===== config.mk =====
export PLATFORM = sky130hd
export DESIGN_NAME = uart_rx_start_and_flow_ctrl
export DESIGN_NICKNAME = d
export VERILOG_FILES = /design/src/rtl/uart_flow_pkg.sv /design/src/rtl/uart_rx_start_and_flow_ctrl.sv
export VERILOG_INCLUDE_DIRS = /design/src /design/src/rtl
export SDC_FILE = /design/constraint.sdc
export NUM_CORES = 1
export LEC_CHECK = 0
export BUFFER_PORTS_ARGS = -buffer_cell sky130_fd_sc_hd__buf_2
export CAP_MARGIN = 25
export CORE_ASPECT_RATIO = 1.4
export CORE_MARGIN = 1
export CORE_UTILIZATION = 30
export DETAILED_ROUTE_END_ITERATION = 8
export GPL_TIMING_DRIVEN = 1
export SYNTH_ARGS = -nofsm -noshare
export SYNTH_HDL_FRONTEND = slang
export SYNTH_HIERARCHICAL = 1
export SYNTH_SLANG_ARGS = --single-unit

===== constraint.sdc =====
create_clock -name i_clk -period 4.1 [get_ports i_clk]
set_input_delay 0.41 -clock i_clk [delete_from_list [all_inputs] [get_ports i_clk]]
set_output_delay 0.41 -clock i_clk [all_outputs]
set_load 0.01 [all_outputs]

===== src/rtl/uart_flow_defs.svh =====
`ifndef UART_FLOW_DEFS_SVH
`define UART_FLOW_DEFS_SVH
// register byte offsets
`define OFS_LINE_CTRL 8'h00
`define OFS_FIFO_CTRL 8'h04
`define OFS_TX_DATA 8'h08
`define OFS_SAMPLE_DIV 8'h0c
`define OFS_STATUS 8'h10
// line control fields
`define LC_CTS_EN 9
`define LC_RTS_EN 8
`define LC_BREAK 6
`define LC_RW_MASK 32'h0000_037f
`define LC_RESET 32'h0000_0003
// fifo control trigger field
`define FC_TRIG_HI 7
`define FC_TRIG_LO 6
// sampling ticks within one bit and start qualification points
`define TICK_LAST 4'hf
`define QUAL_FIRST 4'h7
`define QUAL_LAST 4'h9
`define RX_STOP_BIT 4'h9
// watermark rows, by trigger setting
`define HWM_T1 6'h08
`define LWM_T1 6'h01
`define HWM_T8 6'h10
`define LWM_T8 6'h04
`define HWM_T16 6'h18
`define LWM_T16 6'h08
`define HWM_T24 6'h1c
`define LWM_T24 6'h10
// status fields
`define ST_RTS 21
`define ST_TXBUSY 20
`define TX_FIFO_DEPTH 8
`endif


===== src/rtl/uart_flow_pkg.sv =====
package uart_flow_pkg;
  // avalon request from the bus master
  typedef struct packed {
    logic read;
    logic write;
    logic [7:0] address;
    logic [31:0] writedata;
  } avm_req_t;
  // start qualification states
  typedef enum logic [2:0] {
    RX_IDLE = 3'b001,
    RX_QUAL = 3'b010,
    RX_FRAME = 3'b100
  } rx_state_t;
  // transmitter states
  typedef enum logic [1:0] {
    TX_IDLE = 2'b01,
    TX_SEND = 2'b10
  } tx_state_t;
endpackage : uart_flow_pkg


===== src/rtl/uart_rx_start_and_flow_ctrl.sv =====
// Notes on behaviour
// - idle serial line rests high
// - first falling edge on idle line starts qualification
// - start bit low, stop bits high
// - sample line at ticks seven, eight, nine
// - two of three low accepts start
// - otherwise discard edge, wait again
// - cts enable set: halt while cts high
// - cts enable clear: send regardless of cts
// - rts enable: reassert below low watermark
// - rts disabled: level does not steer rts
// - watermark pairs follow receive trigger setting
// - line control bit 6 requests break
// - break holds tx low while set
// - two-bit trigger field picks watermark row
//
// The implementer's own choices: the Avalon-MM slave port and the placing of the registers.
`include "uart_flow_defs.svh"

// small transmit fifo, back-pressure on the write side
module tx_byte_fifo #(
  parameter int W = 8,
  parameter int D = 8
) (
  input wire logic i_clk,
  input wire logic i_rst_n,
  input wire logic i_in_valid,
  output logic o_in_ready,
  input wire logic [W-1:0] i_in_data,
  output logic o_out_valid,
  input wire logic i_out_ready,
  output logic [W-1:0] o_out_data,
  output logic [$clog2(D):0] o_count
);
  localparam int AW = $clog2(D);
  logic [W-1:0] mem [D]; // storage words
  logic [AW-1:0] wr_ptr_r; // next write slot
  logic [AW-1:0] rd_ptr_r; // next read slot
  logic [AW:0] count_r; // words held
  logic push;
  logic pop;
  assign push = i_in_valid && o_in_ready;
  assign pop = o_out_valid && i_out_ready;
  // full compare at count width: the pointer width would wrap depth to zero
  assign o_in_ready = (count_r != (AW+1)'(D));
  assign o_out_valid = (count_r != '0);
  assign o_out_data = mem[rd_ptr_r];
  assign o_count = count_r;
  // storage, no reset needed
  always_ff @(posedge i_clk) begin
    if (push) begin
      mem[wr_ptr_r] <= i_in_data;
    end
  end
  // pointers and fill count
  always_ff @(posedge i_clk or negedge i_rst_n) begin
    if (!i_rst_n) begin
      wr_ptr_r <= '0;
      rd_ptr_r <= '0;
      count_r <= '0;
    end else begin
      if (push) begin
        wr_ptr_r <= AW'(wr_ptr_r + 1'b1);
      end
      if (pop) begin
        rd_ptr_r <= AW'(rd_ptr_r + 1'b1);
      end
      if (push && !pop) begin
        count_r <= (AW+1)'(count_r + 1'b1);
      end else if (pop && !push) begin
        count_r <= (AW+1)'(count_r - 1'b1);
      end
    end
  end
endmodule : tx_byte_fifo

module uart_rx_start_and_flow_ctrl (
  input wire logic i_clk,
  input wire logic i_rstn,
  input wire uart_flow_pkg::avm_req_t i_bus,
  output logic [31:0] o_readdata,
  output logic o_waitrequest,
  input wire logic i_rx_pin,
  input wire logic [5:0] i_rx_level,
  input wire logic i_cts_n,
  output logic o_rts_n,
  output logic o_serial_tx_pin
);
  logic [1:0] rst_sync_r; // reset release synchroniser
  logic rst_n; // internal reset
  logic [31:0] line_ctrl_r; // serial_line_control
  logic [1:0] rx_trigger_level_r; // receive trigger setting
  logic [15:0] sample_div_r; // sampling tick divisor
  logic [15:0] div_cnt_r; // divider counter
  logic tick_r; // one-cycle sampling tick
  logic wait_r; // waitrequest flop
  logic [31:0] rdata_r; // read data flop
  logic [7:0] start_cnt_r; // accepted start bits
  logic [7:0] glitch_cnt_r; // discarded edges
  logic rts_n_r; // request-to-send pin flop
  logic tx_pin_r; // transmit pin flop
  uart_flow_pkg::rx_state_t rx_state_r;
  uart_flow_pkg::tx_state_t tx_state_r;
  logic rx_prev_r; // previous line level for edge detect
  logic [3:0] rcnt_r; // ticks since edge
  logic [3:0] rbits_r; // bit times since start
  logic [2:0] qual_r; // three qualification samples
  logic [3:0] tcnt_r; // tx tick within bit
  logic [3:0] tbits_r; // tx bits left
  logic [9:0] tshift_r; // tx frame shift
  logic [5:0] high_watermark; // current high watermark
  logic [5:0] low_watermark; // current low watermark
  logic req; // a request is pending
  logic tx_wr; // request is a tx data write
  logic fifo_ready;
  logic fifo_valid;
  logic fifo_pop;
  logic [7:0] fifo_data;
  logic [3:0] fifo_count;
  logic bit_tick; // last tick of a bit
  logic cts_halt; // transmit held off
  logic rx_votes_low; // two of three samples low

  assign rst_n = rst_sync_r[1];
  assign req = i_bus.read || i_bus.write;
  assign tx_wr = i_bus.write && (i_bus.address == `OFS_TX_DATA);
  assign bit_tick = tick_r && (tcnt_r == `TICK_LAST);
  assign cts_halt = line_ctrl_r[`LC_CTS_EN] && i_cts_n;
  assign fifo_pop = (tx_state_r == uart_flow_pkg::TX_IDLE) && bit_tick && !cts_halt;
  assign rx_votes_low = (qual_r[0] + qual_r[1] + qual_r[2]) <= 2'd1;
  assign o_readdata = rdata_r;
  assign o_waitrequest = wait_r;
  assign o_rts_n = rts_n_r;
  assign o_serial_tx_pin = tx_pin_r;

  // reset release through two flops
  always_ff @(posedge i_clk or negedge i_rstn) begin
    if (!i_rstn) begin
      rst_sync_r <= 2'h0;
    end else begin
      rst_sync_r <= {rst_sync_r[0], 1'b1};
    end
  end

  // watermark row from trigger setting
  always_comb begin
    case (rx_trigger_level_r)
      2'h0: begin high_watermark = `HWM_T1; low_watermark = `LWM_T1; end
      2'h1: begin high_watermark = `HWM_T8; low_watermark = `LWM_T8; end
      2'h2: begin high_watermark = `HWM_T16; low_watermark = `LWM_T16; end
      default: begin high_watermark = `HWM_T24; low_watermark = `LWM_T24; end
    endcase
  end

  // bus handshake: answer one cycle after request; tx writes wait for room
  always_ff @(posedge i_clk or negedge rst_n) begin
    if (!rst_n) begin
      wait_r <= 1'b1;
      rdata_r <= 32'h0;
    end else if (req && wait_r && (!tx_wr || fifo_ready)) begin
      wait_r <= 1'b0;
      if (i_bus.address == `OFS_LINE_CTRL) begin
        rdata_r <= line_ctrl_r;
      end else if (i_bus.address == `OFS_FIFO_CTRL) begin
        rdata_r <= {24'h0, rx_trigger_level_r, 6'h0};
      end else if (i_bus.address == `OFS_SAMPLE_DIV) begin
        rdata_r <= {16'h0, sample_div_r};
      end else if (i_bus.address == `OFS_STATUS) begin
        rdata_r <= {10'h0, rts_n_r, (tx_state_r == uart_flow_pkg::TX_SEND),
                    fifo_count, glitch_cnt_r, start_cnt_r};
      end else begin
        rdata_r <= 32'h0; // unmapped and write-only read zero
      end
    end else begin
      wait_r <= 1'b1;
    end
  end

  // register writes take effect at the edge with waitrequest low
  always_ff @(posedge i_clk or negedge rst_n) begin
    if (!rst_n) begin
      line_ctrl_r <= `LC_RESET;
      rx_trigger_level_r <= 2'h0;
      sample_div_r <= 16'h0;
    end else if (i_bus.write && !wait_r) begin
      if (i_bus.address == `OFS_LINE_CTRL) begin
        line_ctrl_r <= i_bus.writedata & `LC_RW_MASK;
      end else if (i_bus.address == `OFS_FIFO_CTRL) begin
        rx_trigger_level_r <= i_bus.writedata[`FC_TRIG_HI:`FC_TRIG_LO];
      end else if (i_bus.address == `OFS_SAMPLE_DIV) begin
        sample_div_r <= i_bus.writedata[15:0];
      end
    end
  end

  // sampling tick divider, a tick every divisor+1 clocks
  always_ff @(posedge i_clk or negedge rst_n) begin
    if (!rst_n) begin
      div_cnt_r <= 16'h0;
      tick_r <= 1'b0;
    end else if (div_cnt_r >= sample_div_r) begin
      div_cnt_r <= 16'h0;
      tick_r <= 1'b1;
    end else begin
      div_cnt_r <= 16'(div_cnt_r + 1'b1);
      tick_r <= 1'b0;
    end
  end

  // start bit qualification on the receive line
  always_ff @(posedge i_clk or negedge rst_n) begin
    if (!rst_n) begin
      rx_state_r <= uart_flow_pkg::RX_IDLE;
      rx_prev_r <= 1'b1;
      rcnt_r <= 4'h0;
      rbits_r <= 4'h0;
      qual_r <= 3'h7;
      start_cnt_r <= 8'h0;
      glitch_cnt_r <= 8'h0;
    end else begin
      rx_prev_r <= i_rx_pin;
      case (rx_state_r)
        uart_flow_pkg::RX_IDLE: begin
          // edge counts only from a line seen high
          if (rx_prev_r && !i_rx_pin) begin
            rx_state_r <= uart_flow_pkg::RX_QUAL;
            rcnt_r <= 4'h0;
            qual_r <= 3'h7;
          end
        end
        uart_flow_pkg::RX_QUAL: begin
          if (tick_r) begin
            rcnt_r <= 4'(rcnt_r + 1'b1);
            if (rcnt_r >= `QUAL_FIRST && rcnt_r <= `QUAL_LAST) begin
              qual_r <= {qual_r[1:0], i_rx_pin};
            end
          end
          if (tick_r && rcnt_r > `QUAL_LAST) begin
            if (rx_votes_low) begin
              rx_state_r <= uart_flow_pkg::RX_FRAME;
              rbits_r <= 4'h0;
              start_cnt_r <= 8'(start_cnt_r + 1'b1);
            end else begin
              rx_state_r <= uart_flow_pkg::RX_IDLE;
              glitch_cnt_r <= 8'(glitch_cnt_r + 1'b1);
            end
          end
        end
        uart_flow_pkg::RX_FRAME: begin
          // ride out the frame so data edges are not starts
          if (tick_r) begin
            rcnt_r <= 4'(rcnt_r + 1'b1);
            if (rcnt_r == `TICK_LAST) begin
              rbits_r <= 4'(rbits_r + 1'b1);
            end
          end
          if (rbits_r >= `RX_STOP_BIT && i_rx_pin) begin
            rx_state_r <= uart_flow_pkg::RX_IDLE;
          end
        end
        default: rx_state_r <= uart_flow_pkg::RX_IDLE;
      endcase
    end
  end

  // request-to-send from receive level with hysteresis
  always_ff @(posedge i_clk or negedge rst_n) begin
    if (!rst_n) begin
      rts_n_r <= 1'b0;
    end else if (!line_ctrl_r[`LC_RTS_EN]) begin
      rts_n_r <= 1'b0;
    end else if (i_rx_level >= high_watermark) begin
      rts_n_r <= 1'b1;
    end else if (i_rx_level < low_watermark) begin
      rts_n_r <= 1'b0;
    end
  end

  tx_byte_fifo #(.W(8), .D(`TX_FIFO_DEPTH)) u_tx_fifo (
    .i_clk(i_clk),
    .i_rst_n(rst_n),
    .i_in_valid(tx_wr && !wait_r),
    .o_in_ready(fifo_ready),
    .i_in_data(i_bus.writedata[7:0]),
    .o_out_valid(fifo_valid),
    .i_out_ready(fifo_pop),
    .o_out_data(fifo_data),
    .o_count(fifo_count)
  );

  // transmitter: cts checked only between characters
  always_ff @(posedge i_clk or negedge rst_n) begin
    if (!rst_n) begin
      tx_state_r <= uart_flow_pkg::TX_IDLE;
      tcnt_r <= 4'h0;
      tbits_r <= 4'h0;
      tshift_r <= 10'h3ff;
    end else begin
      if (tick_r) begin
        tcnt_r <= 4'(tcnt_r + 1'b1);
      end
      case (tx_state_r)
        uart_flow_pkg::TX_IDLE: begin
          if (fifo_pop && fifo_valid) begin
            tx_state_r <= uart_flow_pkg::TX_SEND;
            tshift_r <= {1'b1, fifo_data, 1'b0};
            tbits_r <= 4'h9;
          end
        end
        uart_flow_pkg::TX_SEND: begin
          if (bit_tick) begin
            tshift_r <= {1'b1, tshift_r[9:1]};
            tbits_r <= 4'(tbits_r - 1'b1);
            if (tbits_r == 4'h0) begin
              tx_state_r <= uart_flow_pkg::TX_IDLE;
            end
          end
        end
        default: tx_state_r <= uart_flow_pkg::TX_IDLE;
      endcase
    end
  end

  // pin: break forces low, idle rests high
  always_ff @(posedge i_clk or negedge rst_n) begin
    if (!rst_n) begin
      tx_pin_r <= 1'b1;
    end else if (line_ctrl_r[`LC_BREAK]) begin
      tx_pin_r <= 1'b0;
    end else if (tx_state_r == uart_flow_pkg::TX_SEND) begin
      tx_pin_r <= tshift_r[0];
    end else begin
      tx_pin_r <= 1'b1;
    end
  end
endmodule : uart_rx_start_and_flow_ctrl


==> results by group, run 1 <==
CTS
  – Setup Fix Bufs, Post-CTS: 0
  – Number of resized instances in the post-cts repair step: 0
  – Post-CTS Hold Buffers: 1
  – Root buf cell: sky130_fd_sc_hd__clkbuf_16
  – Clock buffers created by TritonCTS: 17
  – Clock net sink count: slightly below 200
  – Maximum buffer depth of the clock tree: 2
  – Clock transition time at the flip-flop clock pins of the worst setup and hold paths: 0.06 ns
  – H-tree depth: 4
  – CTS tree: built
  – Clock insertion delay at the later pin of the skew report: between 0.4 and 0.5 ns

Global routing
  – Wire length of the first global-routing pass: approximately 31000 um
  – Largest net degree at the start of global routing: between 60 and 70
  – All-layer global routing usage: a little over an eighth
  – Number of global-route vias before repair: ~5.8k
  – Total congestion overflow after global routing: 0
  – Number of antenna violations at the first check in global routing: 0

Route
  – DRC marker count from the first detailed-route iteration: about 250
  – Routed length per placed instance: around 16 um
  – Remaining antenna violation count after routing: 0
  – Mean number of vias per cell: between 4 and 5
  – Detailed-route wire length: between 15000 and 20000 um
  – Vias after detailed routing: approximately 5.7k
  – Remaining design rule violation count: 0
  – Pre-Repair DR Iteration Count: 4

Timing
  – Aggregate negative setup slack: 0 ns
  – Worst slew slack as a fraction of its limit: 39.4%
  – Final clock period utilization by the worst path: ~75%
  – Maximum clock frequency: 327 MHz
  – Count of final hold-check violations: 0
  – Transition time at the pin with the least slew margin: between 0.9 and 1 ns
  – Setup repair after global routing missed its margin: false
  – Worst setup skew after layout: just under 0.008 ns
  – Final Max Tran Viols: 0
  – Final setup violation count: 0
  – Final critical path time including I/O delays and setup: 3.06 ns

Synthesis
  – Syn Std Cell Area: about 9300 um^2
  – Ys Warns: 6
  – Fraction of synthesis flops using an asynchronous set or reset pin: between 60% and 70%
  – Sequential element share of the synthesized area: between 50 and 60%
  – Synthesized area per cell: about 13 um^2
  – Yosys top cell area share: between 30% and 40%
  – Main synth FF type: sky130_fd_sc_hd__dfrtp_1
  – Number of flops mapped to enable cells by yosys: 64
  – Leading post-synthesis cells by cell area: sky130_fd_sc_hd__dfrtp_1 30%, sky130_fd_sc_hd__edfxtp_1 21%, sky130_fd_sc_hd__dfstp_2 5.4%
  – Flops & latches, synth: between 150 and 200
  – Synthesized netlist cell count: between 700 and 800
  – Leading area contributor after synthesis: sky130_fd_sc_hd__dfrtp_1
  – Cell variety after synth: between 70 and 80

Floorplan
  – Standard-cell rows: 75
  – Placeable core region: 30200 um^2
  – Effective utilization at floorplan: just over 30%
  – Chip Height: around 210 um
  – Overall die width: about 150 um
  – Number of top-level pins: 87
  – DIE AREA: approximately 32000 um^2

Finish
  – Number of fill cells: 2978
  – Fraction of final layout cells sized beyond drive strength 1: between 20% and 30%
  – Diodes inserted: 0
  – Number of nets in the layout: 885
  – Final cell count without fillers: between 1k and 1.5k
  – Signed area change from the synthesized netlist to the final layout: 14.2%
  – Post-layout utilization of the core: a little over a third

Outcome
  – Status: finished clean

Worst setup path
  – WP data required: 4.41 ns
  – CP arrival: around 3.4 ns
  – Critical path class: register to register
  – Largest fanout on the critical path: 7
  – Startpoint kind of the worst setup timing path: register
  – Critical Path End Type: register

Placed design
  – IO Port Bufs: 60
  – Detailed placement HPWL: approximately 14000 um
  – Routability-driven placement congestion ratio: approximately 0.76
  – Number of placed cells counting well taps: 1156

Flow run
  – Max_cap viols: 0

Min path
  – Path category of the worst min-delay check: primary input to register

Power
  – IR Drop Worst-Case VDD: between 0.2 and 0.25 mV
  – Leakage power summed over all cells: between 0.004 and 0.005 uW
  – Total power divided by cell area: between 400 and 500 nW/um^2
[synth_stat cells (all sizes together), types with 5 or more instances]
cell type and instances:
a22o 7, nor3 11, o21ai 26, buf 26, nand3 22, dfrtp 112
and3 10, ha 39, xor2 12, nor2 49, nand2 55, or3 5
edfxtp 64, clkbuf 9, mux4 16, a21oi 12, a31oi 11, dfstp 19
a22oi 21, nand2b 8, nand4 14, xnor2 29, mux2 42, or4 5
inv 35, nor2b 5
[critical path: stages (launching register included)]
cell,delay [ns]
sky130_fd_sc_hd__dfrtp_1,0.47
sky130_fd_sc_hd__or4b_1,0.72
sky130_fd_sc_hd__nand2_4,0.20
sky130_fd_sc_hd__inv_1,0.09
sky130_fd_sc_hd__ha_1,0.26
sky130_fd_sc_hd__inv_1,0.15
sky130_fd_sc_hd__ha_1,0.31
sky130_fd_sc_hd__or4_1,0.52
sky130_fd_sc_hd__o211ai_1,0.11
sky130_fd_sc_hd__o211ai_1,0.10
[path summary, 6_finish.rpt]
| kind | from | endpoint | slack [ns] | depth (start not counted) |
|---|---|---|---|---|
| setup / recovery | u_tx_fifo/o_count[0]$_DFFE_PN0P_ | u_tx_fifo/o_count[3]$_DFFE_PN0P_ | 1.04 | 9 |
| setup reg to reg | u_tx_fifo/o_count[0]$_DFFE_PN0P_ | u_tx_fifo/o_count[3]$_DFFE_PN0P_ | 1.04 | 9 |
| max in group asynchronous | rst_sync_r[1]$_DFF_PN0_ | rx_prev_r$_DFF_PN1_ | 2.75 | 1 |
| min in group asynchronous | i_rstn | rst_sync_r[1]$_DFF_PN0_ | 0.28 | 2 |
| hold reg to reg | rst_sync_r[0]$_DFF_PN0_ | rst_sync_r[1]$_DFF_PN0_ | 0.36 | 0 |
| hold / removal | i_rx_pin | rx_prev_r$_DFF_PN1_ | 0.12 | 1 |
[layer usage]
metal  GRT usage [%]  wire length [um]  up-vias
li1                -                 -     2791
met1            15.0              7820     2804
met2            23.8             10400      109
met3            2.53               651       19
met4            4.48               310        0
met5               0                 0        -
[where the power goes]
group          total (uW)  internal (uW)  switching, uW  leakage [uW]
Combinational         859            399            460       0.00179
Clock                1700           1000            691      0.000302
Sequential           2500           2250            246       0.00229
Total                5050           3650           1400       0.00438
[registers in the layout, indices dropped and copies added (netlist names), 8 cells and up]
signal,flops
u_tx_fifo/mem,64
o_readdata,22
div_cnt_r,16
sample_div_r,16
line_ctrl_r,9
tshift_r,9
glitch_cnt_r,8
start_cnt_r,8
[metrics by stage]
| stage | power [uW] | hold slack, ns | setup slack [ns] | cell area [um^2] |
|---|---|---|---|---|
| 6_report | 5050 | 0.117 | 1.04 | 10600 |
| 5_1_grt | 5330 | 0.101 | 0.914 | 10600 |
| 4_1_cts | 5100 | 0.0991 | 1.05 | 10600 |
| 3_5_place_dp | 3390 | 0.197 | 0.660 | 9960 |
| 3_3_place_gp | 3360 | 0.195 | 0.731 | 9960 |
| 2_1_floorplan | 3180 | 0.114 | 0.213 | 9330 |
[cells in the final DEF, fill, tap and decap left out, drive strengths merged, types with 14 or more instances in the layout]
cell    count
edfxtp     64
xnor2      29
dfrtp     112
mux4       16
nand3      22
buf        70
nor2       49
ha         39
nand4      14
inv        36
dfstp      19
nand2      55
o21ai      26
clkbuf     25
a22oi      21
mux2       42
[cell families after synthesis]
family,synth area share (%)
fa+ha+maj,5.47
simple gates,12.2
mux,9.83
other cells,0.0808
buf+inv,3.88
compound gates,8.44
xor+xnor,3.86
flops,56.2
[cell type report]
cell class | instances | area [um^2] | share of cell area (%)
clock inverters | 7 | 92.6 | 0.872
well taps | 385 | 482 | 4.54
repair buffers | 71 | 418 | 3.94
clock buffers | 25 | 518 | 4.88
flip-flops and latches | 195 | 5230 | 49.3
multi-input cells | 473 | 3740 | 35.3
inverters | 35 | 131 | 1.24
No activity file was read; power rests on OpenSTA's default activity.
==> run 2, diff against run 1 <==
- ABC_AREA: not set -> 1
- clock period: 4.1 -> 2.58 ns (I/O delays scaled with it)
==> results by group, run 2 <==
Worst setup path
  – Critical path startpoint: tcnt_r[0]$_DFFE_PN0P_
  – Worst setup path endpoint: u_tx_fifo/o_count[3]$_DFFE_PN0P_
  – Startpoint kind of the worst setup timing path: register
  – Reg2Reg Launch Point: tcnt_r[0]$_DFFE_PN0P_
  – R2r endpoint: u_tx_fifo/o_count[3]$_DFFE_PN0P_
  – Setup slack of the most critical reg-to-reg path: 0.23 ns (-0.81 ns)
  – R2R cell count: 14 (+5)
  – CP arrival: 2.67 ns (-0.70 ns)
  – Critical path class: register to register
  – Critical Path End Type: register
  – Largest fanout on the critical path: 5 (-2)
  – WP data required: 2.90 ns (-1.51 ns)

Finish
  – Diodes inserted: 0 (unchanged)
  – Post-layout utilization of the core: 35.0% (-0.14 points)
  – Commonest cells after routing, fill and taps aside: 380 x sky130_fd_sc_hd__nand2_1, 111 x sky130_fd_sc_hd__dfrtp_1, 97 x sky130_fd_sc_hd__inv_1
  – Fraction of final layout cells sized beyond drive strength 1: 15.6% (-5.9 points)
  – Multi-input combinational cell area: 3930 um^2 (+4.9%)
  – Total non-filler cell area in the finished layout: 11100 um^2 (+4.8%)
  – Flip-flop count of the largest register, all copies and words added: 64 (unchanged)
  – Number of nets in the layout: 1272 (+44%)
  – Register ranked first by flip-flop count: u_tx_fifo/mem
  – Signed area change from the synthesized netlist to the final layout: 13.9%
  – Commonest non-fill, non-tap cell in the layout: sky130_fd_sc_hd__nand2_1
  – Final cell count without fillers: 1588 (+33%)
  – Number of fill cells: 3220 (+8.1%)
  – Register cell area after layout: 5230 um^2 (unchanged)

Route
  – Detailed-route wire length: 21500 um (+12%)
  – Remaining design rule violation count: 0 (unchanged)
  – DRC marker count from the first detailed-route iteration: 447 (+76%)
  – Routed length per placed instance: 13.5 um (-16%)
  – Top layer in use: met4
  – Routed length on met3: 489 um (-25%)
  – Remaining antenna violation count after routing: 0 (unchanged)
  – Met1 routed wirelength after detailed routing: 8630 um (+10%)
  – Mean number of vias per cell: 4.52 (-5.9%)
  – Pre-Repair DR Iteration Count: 5 (+1)
  – Vias after detailed routing: 7181 (+25%)
  – Met2 wire length: 11900 um (+15%)

Placed design
  – Instance area after placement: 10500 um^2 (+5.6%)
  – Routability-driven placement congestion ratio: 0.820 (+7.6%)
  – Number of placed cells counting well taps: 1554 (+34%)
  – Detailed placement HPWL: 15900 um (+16%)
  – Post-placement setup slack: 0.0883 ns (-0.571 ns)
  – IO Port Bufs: 60 (unchanged)

Global routing
  – Number of antenna violations at the first check in global routing: 0 (unchanged)
  – Largest net degree at the start of global routing: 73 (+5.8%)
  – Number of global-route vias before repair: 7264 (+25%)
  – Wire length of the first global-routing pass: 35400 um (+14%)
  – Total congestion overflow after global routing: 0 (unchanged)
  – All-layer global routing usage: 13.5% (+0.47 points)

Timing
  – Transition time at the pin with the least slew margin: 0.578 ns (-0.331 ns)
  – Worst slew slack as a fraction of its limit: 61.3% (+22 points)
  – Worst setup skew after layout: 0.0132 ns (+0.00533 ns)
  – Worst path setup slack after routing: 0.231 ns (-0.814 ns)
  – Final Max Tran Viols: 0 (unchanged)
  – Aggregate negative setup slack: 0 ns (unchanged)
  – Setup repair after global routing missed its margin: false
  – Count of final hold-check violations: 0 (unchanged)
  – Final critical path time including I/O delays and setup: 2.35 ns (-0.706 ns)
  – Final clock period utilization by the worst path: 91.1% (+17 points)
  – Maximum clock frequency: 426 MHz (+30%)
  – Final setup violation count: 0 (unchanged)

Synthesis
  – Syn Std Cell Area: 9760 um^2 (+5.1%)
  – Flops & latches, synth: 195 (unchanged)
  – Ys Warns: 6 (unchanged)
  – Synthesized area per cell: 8.84 um^2 (-31%)
  – Synthesized netlist cell count: 1104 (+51%)
  – Sequential element share of the synthesized area: 53.5% (-2.7 points)
  – Leading area contributor after synthesis: sky130_fd_sc_hd__dfrtp_1
  – Main synth FF type: sky130_fd_sc_hd__dfrtp_1
  – Yosys top cell area share: 28.7% (-1.5 points)
  – Fraction of synthesis flops using an asynchronous set or reset pin: 67.2% (unchanged)
  – Most instantiated cells after synthesis: 381 x sky130_fd_sc_hd__nand2_1, 112 x sky130_fd_sc_hd__dfrtp_1, 98 x sky130_fd_sc_hd__inv_1
  – Most frequent cell after synthesis: sky130_fd_sc_hd__nand2_1
  – Number of flops mapped to enable cells by yosys: 64 (unchanged)
  – Cell variety after synth: 43 (-41%)
  – Leading post-synthesis cells by cell area: sky130_fd_sc_hd__dfrtp_1 29%, sky130_fd_sc_hd__edfxtp_1 20%, sky130_fd_sc_hd__nand2_1 15%

Floorplan
  – Number of top-level pins: 87 (unchanged)
  – Overall die width: 154 um (+2.5%)
  – Chip Height: 215 um (+2.5%)
  – Placeable core region: 31800 um^2 (+5.2%)
  – DIE AREA: 33300 um^2 (+5.0%)
  – Effective utilization at floorplan: 30.7% (-0.045 points)
  – Standard-cell rows: 77 (+2.7%)

CTS
  – Clock transition time at the flip-flop clock pins of the worst setup and hold paths: 0.07 ns (about the same)
  – Clock net sink count: 195 (unchanged)
  – Clock insertion delay at the later pin of the skew report: 0.43 ns (about the same)
  – Clock buffers created by TritonCTS: 17 (unchanged)
  – Maximum buffer depth of the clock tree: 2 (unchanged)
  – CTS tree: built
  – Root buf cell: sky130_fd_sc_hd__clkbuf_16
  – H-tree depth: 4 (unchanged)

Outcome
  – Status: finished clean

Power
  – Total power divided by cell area: 734 nW/um^2 (+54%)
  – IR Drop Worst-Case VDD: 0.477 mV (+110%)
  – Leakage power summed over all cells: 0.00520 uW (+19%)

Flow run
  – Max_cap viols: 0 (unchanged)

Min path
  – Path category of the worst min-delay check: primary input to register
## run 2: cell families (layout without fill, tap and decap cells)
family | after synthesis | count (layout) | synth area share, %
AO/OA/AOI/OAI | 118 | 118 | 6.51
XOR/XNOR | 35 | 35 | 3.14
adder cells (fa/ha/maj) | 40 | 40 | 5.20
buffers and inverters | 145 | 225 | 6.83
flip-flops | 195 | 195 | 53.5
other | 2 | 11 | 0.0769
AND/OR/NAND/NOR | 569 | 569 | 24.7
## run 2: area by class of cell
cell class	count	area share [%]
well taps	395	4.44
flip-flops and latches	195	47.0
repair buffers	83	4.41
clock inverters	15	1.30
multi-input cells	773	35.3
inverters	110	3.71
clock buffers	17	3.82
## run 2: timing repair
| item | 4_1_cts | 5_1_grt |
|---|---|---|
| hold endpoints to repair | 3 | 0 |
| setup buffers | 0 | 0 |
| setup endpoints to repair | 0 | 1 |
| resized for setup | 0 | 4 |
| hold buffers | 2 | 0 |
## run 2: how the worst min path moves through the flow
stage	to	cells after the start	from
after global placement	rst_sync_r[0]$_DFF_PN0_	1	i_rstn
after global routing	sample_div_r[13]$_DFFE_PN0P_	3	i_bus[13]
after floorplan	rst_sync_r[0]$_DFF_PN0_	0	i_rstn
after detailed placement	rst_sync_r[0]$_DFF_PN0_	1	i_rstn
final	sample_div_r[12]$_DFFE_PN0P_	3	i_bus[12]
after CTS	sample_div_r[12]$_DFFE_PN0P_	3	i_bus[12]
## run 2: critical path, cell delays in order, from the launching register on
cell	delay, ns
sky130_fd_sc_hd__dfrtp_1	0.39
sky130_fd_sc_hd__ha_1	0.19
sky130_fd_sc_hd__nand3_1	0.12
sky130_fd_sc_hd__nor2_4	0.15
sky130_fd_sc_hd__nand2_1	0.06
sky130_fd_sc_hd__nor2_1	0.14
sky130_fd_sc_hd__nand2_2	0.11
sky130_fd_sc_hd__ha_1	0.22
sky130_fd_sc_hd__inv_2	0.11
sky130_fd_sc_hd__ha_4	0.22
sky130_fd_sc_hd__or2_2	0.29
sky130_fd_sc_hd__nand2_1	0.06
sky130_fd_sc_hd__nand2_1	0.04
sky130_fd_sc_hd__nand3_1	0.07
sky130_fd_sc_hd__nand2_1	0.05
## run 2: power breakdown
part	switching (uW)	internal [uW]
sequential	175	3500
combinational	1270	643
clock	1230	1350
total	2670	5490
## run 2: metal layers
metal  up-vias  GRT usage (%)
met2        94           26.5
met1      3401           14.2
li1       3658              -
met4         0           5.18
met3        28           2.19
met5         -              0
## run 2: stage by stage
| stage | total power (uW) | hold WS (ns) |
|---|---|---|
| 4_1_cts | 8240 | 0.0416 |
| 3_5_place_dp | 5640 | 0.0462 |
| 3_3_place_gp | 5600 | 0.0463 |
| 2_1_floorplan | 5210 | -0.0376 |
| 6_report | 8170 | 0.0501 |
| 5_1_grt | 8690 | 0.0523 |
==> run 3, diff against run 2 <==
- SYNTH_HIERARCHICAL: 1 -> not set
==> results by group, run 3 <==
Outcome
  – Status: finished clean

Min path
  – Worst Hold Launch: i_bus[15]
  – Worst hold path stage count: 3 (unchanged)
  – Hold Path End: sample_div_r[15]$_DFFE_PN0P_
  – Path category of the worst min-delay check: primary input to register

Synthesis
  – Number of flops mapped to enable cells by yosys: 64 (unchanged)
  – Main synth FF type: sky130_fd_sc_hd__dfrtp_1
  – Syn Std Cell Area: 9620 um^2 (-1.5%)
  – Most frequent cell after synthesis: sky130_fd_sc_hd__nand2_1
  – Synthesized area per cell: 8.85 um^2 (about the same)
  – Cell variety after synth: 43 (unchanged)
  – Synthesized netlist cell count: 1087 (-1.5%)
  – Ys Warns: 0 (-6)
  – Leading area contributor after synthesis: sky130_fd_sc_hd__dfrtp_1
  – Sequential element share of the synthesized area: 54.3% (+0.80 points)
  – Fraction of synthesis flops using an asynchronous set or reset pin: 67.2% (unchanged)
  – Flops & latches, synth: 195 (unchanged)
  – Most instantiated cells after synthesis: 337 x sky130_fd_sc_hd__nand2_1, 115 x sky130_fd_sc_hd__nand3_1, 112 x sky130_fd_sc_hd__dfrtp_1
  – Leading post-synthesis cells by cell area: sky130_fd_sc_hd__dfrtp_1 29%, sky130_fd_sc_hd__edfxtp_1 20%, sky130_fd_sc_hd__nand2_1 13%
  – Yosys top cell area share: 29.1% (+0.43 points)

Timing
  – Transition time at the pin with the least slew margin: 0.648 ns (+0.0699 ns)
  – Worst hold margin: 0.0187 ns (-0.0314 ns)
  – Maximum clock frequency: 424 MHz (-0.37%)
  – Aggregate negative setup slack: 0 ns (unchanged)
  – Final critical path time including I/O delays and setup: 2.36 ns (+0.00869 ns)
  – Final Max Tran Viols: 0 (unchanged)
  – Worst slew slack as a fraction of its limit: 56.8% (-4.5 points)
  – Final clock period utilization by the worst path: 91.4% (+0.34 points)
  – Final setup violation count: 0 (unchanged)
  – Setup repair after global routing missed its margin: false
  – Worst setup skew after layout: 0.0125 ns (-0.000747 ns)
  – Count of final hold-check violations: 0 (unchanged)

Flow run
  – Max_cap viols: 0 (unchanged)

CTS
  – H-tree depth: 4 (unchanged)
  – Clock net sink count: 195 (unchanged)
  – Setup Fix Bufs, Post-CTS: 0 (unchanged)
  – Root buf cell: sky130_fd_sc_hd__clkbuf_16
  – Clock insertion delay at the later pin of the skew report: 0.45 ns (+0.02 ns)
  – Clock transition time at the flip-flop clock pins of the worst setup and hold paths: 0.07 ns (about the same)
  – Maximum buffer depth of the clock tree: 2 (unchanged)
  – Clock buffers created by TritonCTS: 17 (unchanged)
  – CTS tree: built

Finish
  – Flip-flop count of the largest register, all copies and words added: 64 (unchanged)
  – Signed area change from the synthesized netlist to the final layout: 14.3%
  – Fraction of final layout cells sized beyond drive strength 1: 13.6% (-2.0 points)
  – Commonest cells after routing, fill and taps aside: 337 x sky130_fd_sc_hd__nand2_1, 115 x sky130_fd_sc_hd__nand3_1, 110 x sky130_fd_sc_hd__dfrtp_1
  – Commonest non-fill, non-tap cell in the layout: sky130_fd_sc_hd__nand2_1
  – Register ranked first by flip-flop count: u_tx_fifo.mem
  – Post-layout utilization of the core: 34.8% (-0.17 points)
  – Number of nets in the layout: 1258 (-1.1%)
  – Diodes inserted: 0 (unchanged)
  – Final cell count without fillers: 1574 (-0.88%)

Floorplan
  – Chip Height: 214 um (-0.73%)
  – Placeable core region: 31600 um^2 (-0.61%)
  – DIE AREA: 32800 um^2 (-1.5%)
  – Number of top-level pins: 87 (unchanged)
  – Overall die width: 153 um (-0.73%)
  – Standard-cell rows: 77 (unchanged)
  – Effective utilization at floorplan: 30.4% (-0.27 points)

Global routing
  – Total congestion overflow after global routing: 0 (unchanged)
  – Number of antenna violations at the first check in global routing: 2 (+2)
  – Largest net degree at the start of global routing: 50 (-32%)
  – Number of global-route vias before repair: 7072 (-2.6%)
  – All-layer global routing usage: 14.5% (+0.95 points)
  – Wire length of the first global-routing pass: 36300 um (+2.8%)

Worst setup path
  – Startpoint kind of the worst setup timing path: register
  – Worst path bufs/invs: 2 (+1)
  – Largest fanout on the critical path: 6 (+1)
  – Setup slack of the most critical reg-to-reg path: 0.22 ns (about the same)
  – CP arrival: 2.69 ns (+0.02 ns)
  – Reg2Reg Launch Point: u_tx_fifo.o_count[0]$_DFFE_PN0P_
  – Most frequent cell on the critical path: sky130_fd_sc_hd__nand2_1
  – Critical path class: register to register
  – Sequence of cells on the critical path: nor2_2, nand2_1, nor2_1, nor2_1, nand2_1, inv_1, ha_1, inv_1, ha_1, a21oi_1, nand2_1, a21oi_1, o21ai_0, nand2_1, nand2_1
  – Top delay family on crit path: simple AND/OR/NAND/NOR gates
  – WP data required: 2.91 ns (about the same)
  – Critical Path End Type: register
  – Slowest stage delay, CP: 0.46 ns (+0.07 ns)
  – R2R cell count: 15 (+1)
  – R2r endpoint: u_tx_fifo.o_count[3]$_DFFE_PN0P_
  – Cell with the largest stage delay on the worst path: sky130_fd_sc_hd__dfrtp_1

Power
  – Leakage power summed over all cells: 0.00527 uW (+1.4%)
  – Final Total Pwr: 5980 uW (-27%)
  – Total power divided by cell area: 544 nW/um^2 (-26%)
  – IR Drop Worst-Case VDD: 0.518 mV (+8.5%)

Route
  – Pre-Repair DR Iteration Count: 5 (unchanged)
  – Routed length per placed instance: 14.3 um (+5.8%)
  – Remaining antenna violation count after routing: 0 (unchanged)
  – Detailed-route wire length: 22500 um (+4.9%)
  – Remaining design rule violation count: 0 (unchanged)
  – Mean number of vias per cell: 4.64 (+2.7%)
  – DRC marker count from the first detailed-route iteration: 421 (-5.8%)
  – Vias after detailed routing: 7307 (+1.8%)

Placed design
  – IO Port Bufs: 60 (unchanged)
  – Detailed placement HPWL: 16600 um (+4.4%)
  – Routability-driven placement congestion ratio: 0.795 (-3.0%)
  – Number of placed cells counting well taps: 1540 (-0.90%)
-- run 3: cell count changes after synthesis, moves of 4 or more --
cell / before / now
sky130_fd_sc_hd__xnor2_1: 12 / 8
sky130_fd_sc_hd__nor3_1: 8 / 13
sky130_fd_sc_hd__buf_2: 10 / 15
sky130_fd_sc_hd__o21ai_1: 36 / 8
sky130_fd_sc_hd__o21ai_2: 4 / 0
sky130_fd_sc_hd__nand4_1: 9 / 13
sky130_fd_sc_hd__inv_2: 12 / 4
sky130_fd_sc_hd__buf_6: 7 / 2
sky130_fd_sc_hd__nand3_1: 52 / 115
sky130_fd_sc_hd__nor2_2: 8 / 2
sky130_fd_sc_hd__nand2_1: 381 / 337
-- run 3: layer usage --
metal / GRT usage, % / part of all wire [%]
met1: 16.4 / 42
met2: 26.5 / 52
met3: 3.17 / 3.0
met4: 5.76 / 2.4
met5: 0 / 0.089
-- run 3: worst max path at each step --
| stage | endpoint | startpoint | depth (start not counted) |
|---|---|---|---|
| after CTS | u_tx_fifo.o_count[3]$_DFFE_PN0P_ | u_tx_fifo.o_count[1]$_DFFE_PN0P_ | 15 |
| after detailed placement | u_tx_fifo.o_count[3]$_DFFE_PN0P_ | i_bus[33] | 15 |
| after global placement | u_tx_fifo.o_count[3]$_DFFE_PN0P_ | i_bus[33] | 15 |
| after floorplan | u_tx_fifo.o_count[3]$_DFFE_PN0P_ | tcnt_r[0]$_DFFE_PN0P_ | 13 |
| after global routing | u_tx_fifo.o_count[3]$_DFFE_PN0P_ | u_tx_fifo.o_count[0]$_DFFE_PN0P_ | 15 |
| final | u_tx_fifo.o_count[3]$_DFFE_PN0P_ | u_tx_fifo.o_count[0]$_DFFE_PN0P_ | 15 |
-- run 3: final cells by class --
class                   count  area (um^2)
repair buffers             85          518
well taps                 395          494
multi-input cells         760         3820
clock inverters            13          101
fillers                  3258        20600
flip-flops and latches    195         5230
inverters                 107          404
clock buffers              19          433
-- run 3: stage by stage --
step                      instance area (um^2)  worst slack (ns)
after detailed placement                 10400            0.0961
after floorplan                           9660             0.365
after global routing                     11000           0.00339
after global placement                   10400             0.102
final                                    11000             0.222
after CTS                                11000             0.180
-- run 3: power breakdown --
group / total (uW) / internal (uW) / switching, uW
clock network: 2460 / 1250 / 1210
registers: 3270 / 3230 / 41.6
logic: 256 / 79.2 / 177
-- run 3: worst register-to-register path, delay by kind of cell, from the launching register on --
| kind | cells | cell delay [ns] |
|---|---|---|
| buffers and inverters | 2 | 0.21 |
| DFF | 1 | 0.46 |
| AOI/OAI and AO/OA | 3 | 0.43 |
| and+or+nand+nor | 8 | 0.67 |
| adders and majority gates | 2 | 0.47 |
-- run 3: timing repair --
action,CTS,global route
endpoints found under the hold margin,3,0
resized for setup,0,2
setup endpoints to repair,0,1
hold buffers,2,0
-- run 3: cells by family (layout without fill, tap and decap cells) --
| logic type | after synthesis | in the layout | synth area share (%) |
|---|---|---|---|
| compound gates | 91 | 91 | 5.01 |
| xor+xnor | 33 | 33 | 3.00 |
| fa+ha+maj | 40 | 40 | 5.28 |
| buf+inv | 141 | 224 | 6.36 |
| flops | 195 | 195 | 54.3 |
| mux | 1 | 1 | 0.117 |
| other cells | 2 | 11 | 0.0781 |
| simple gates | 584 | 584 | 25.9 |
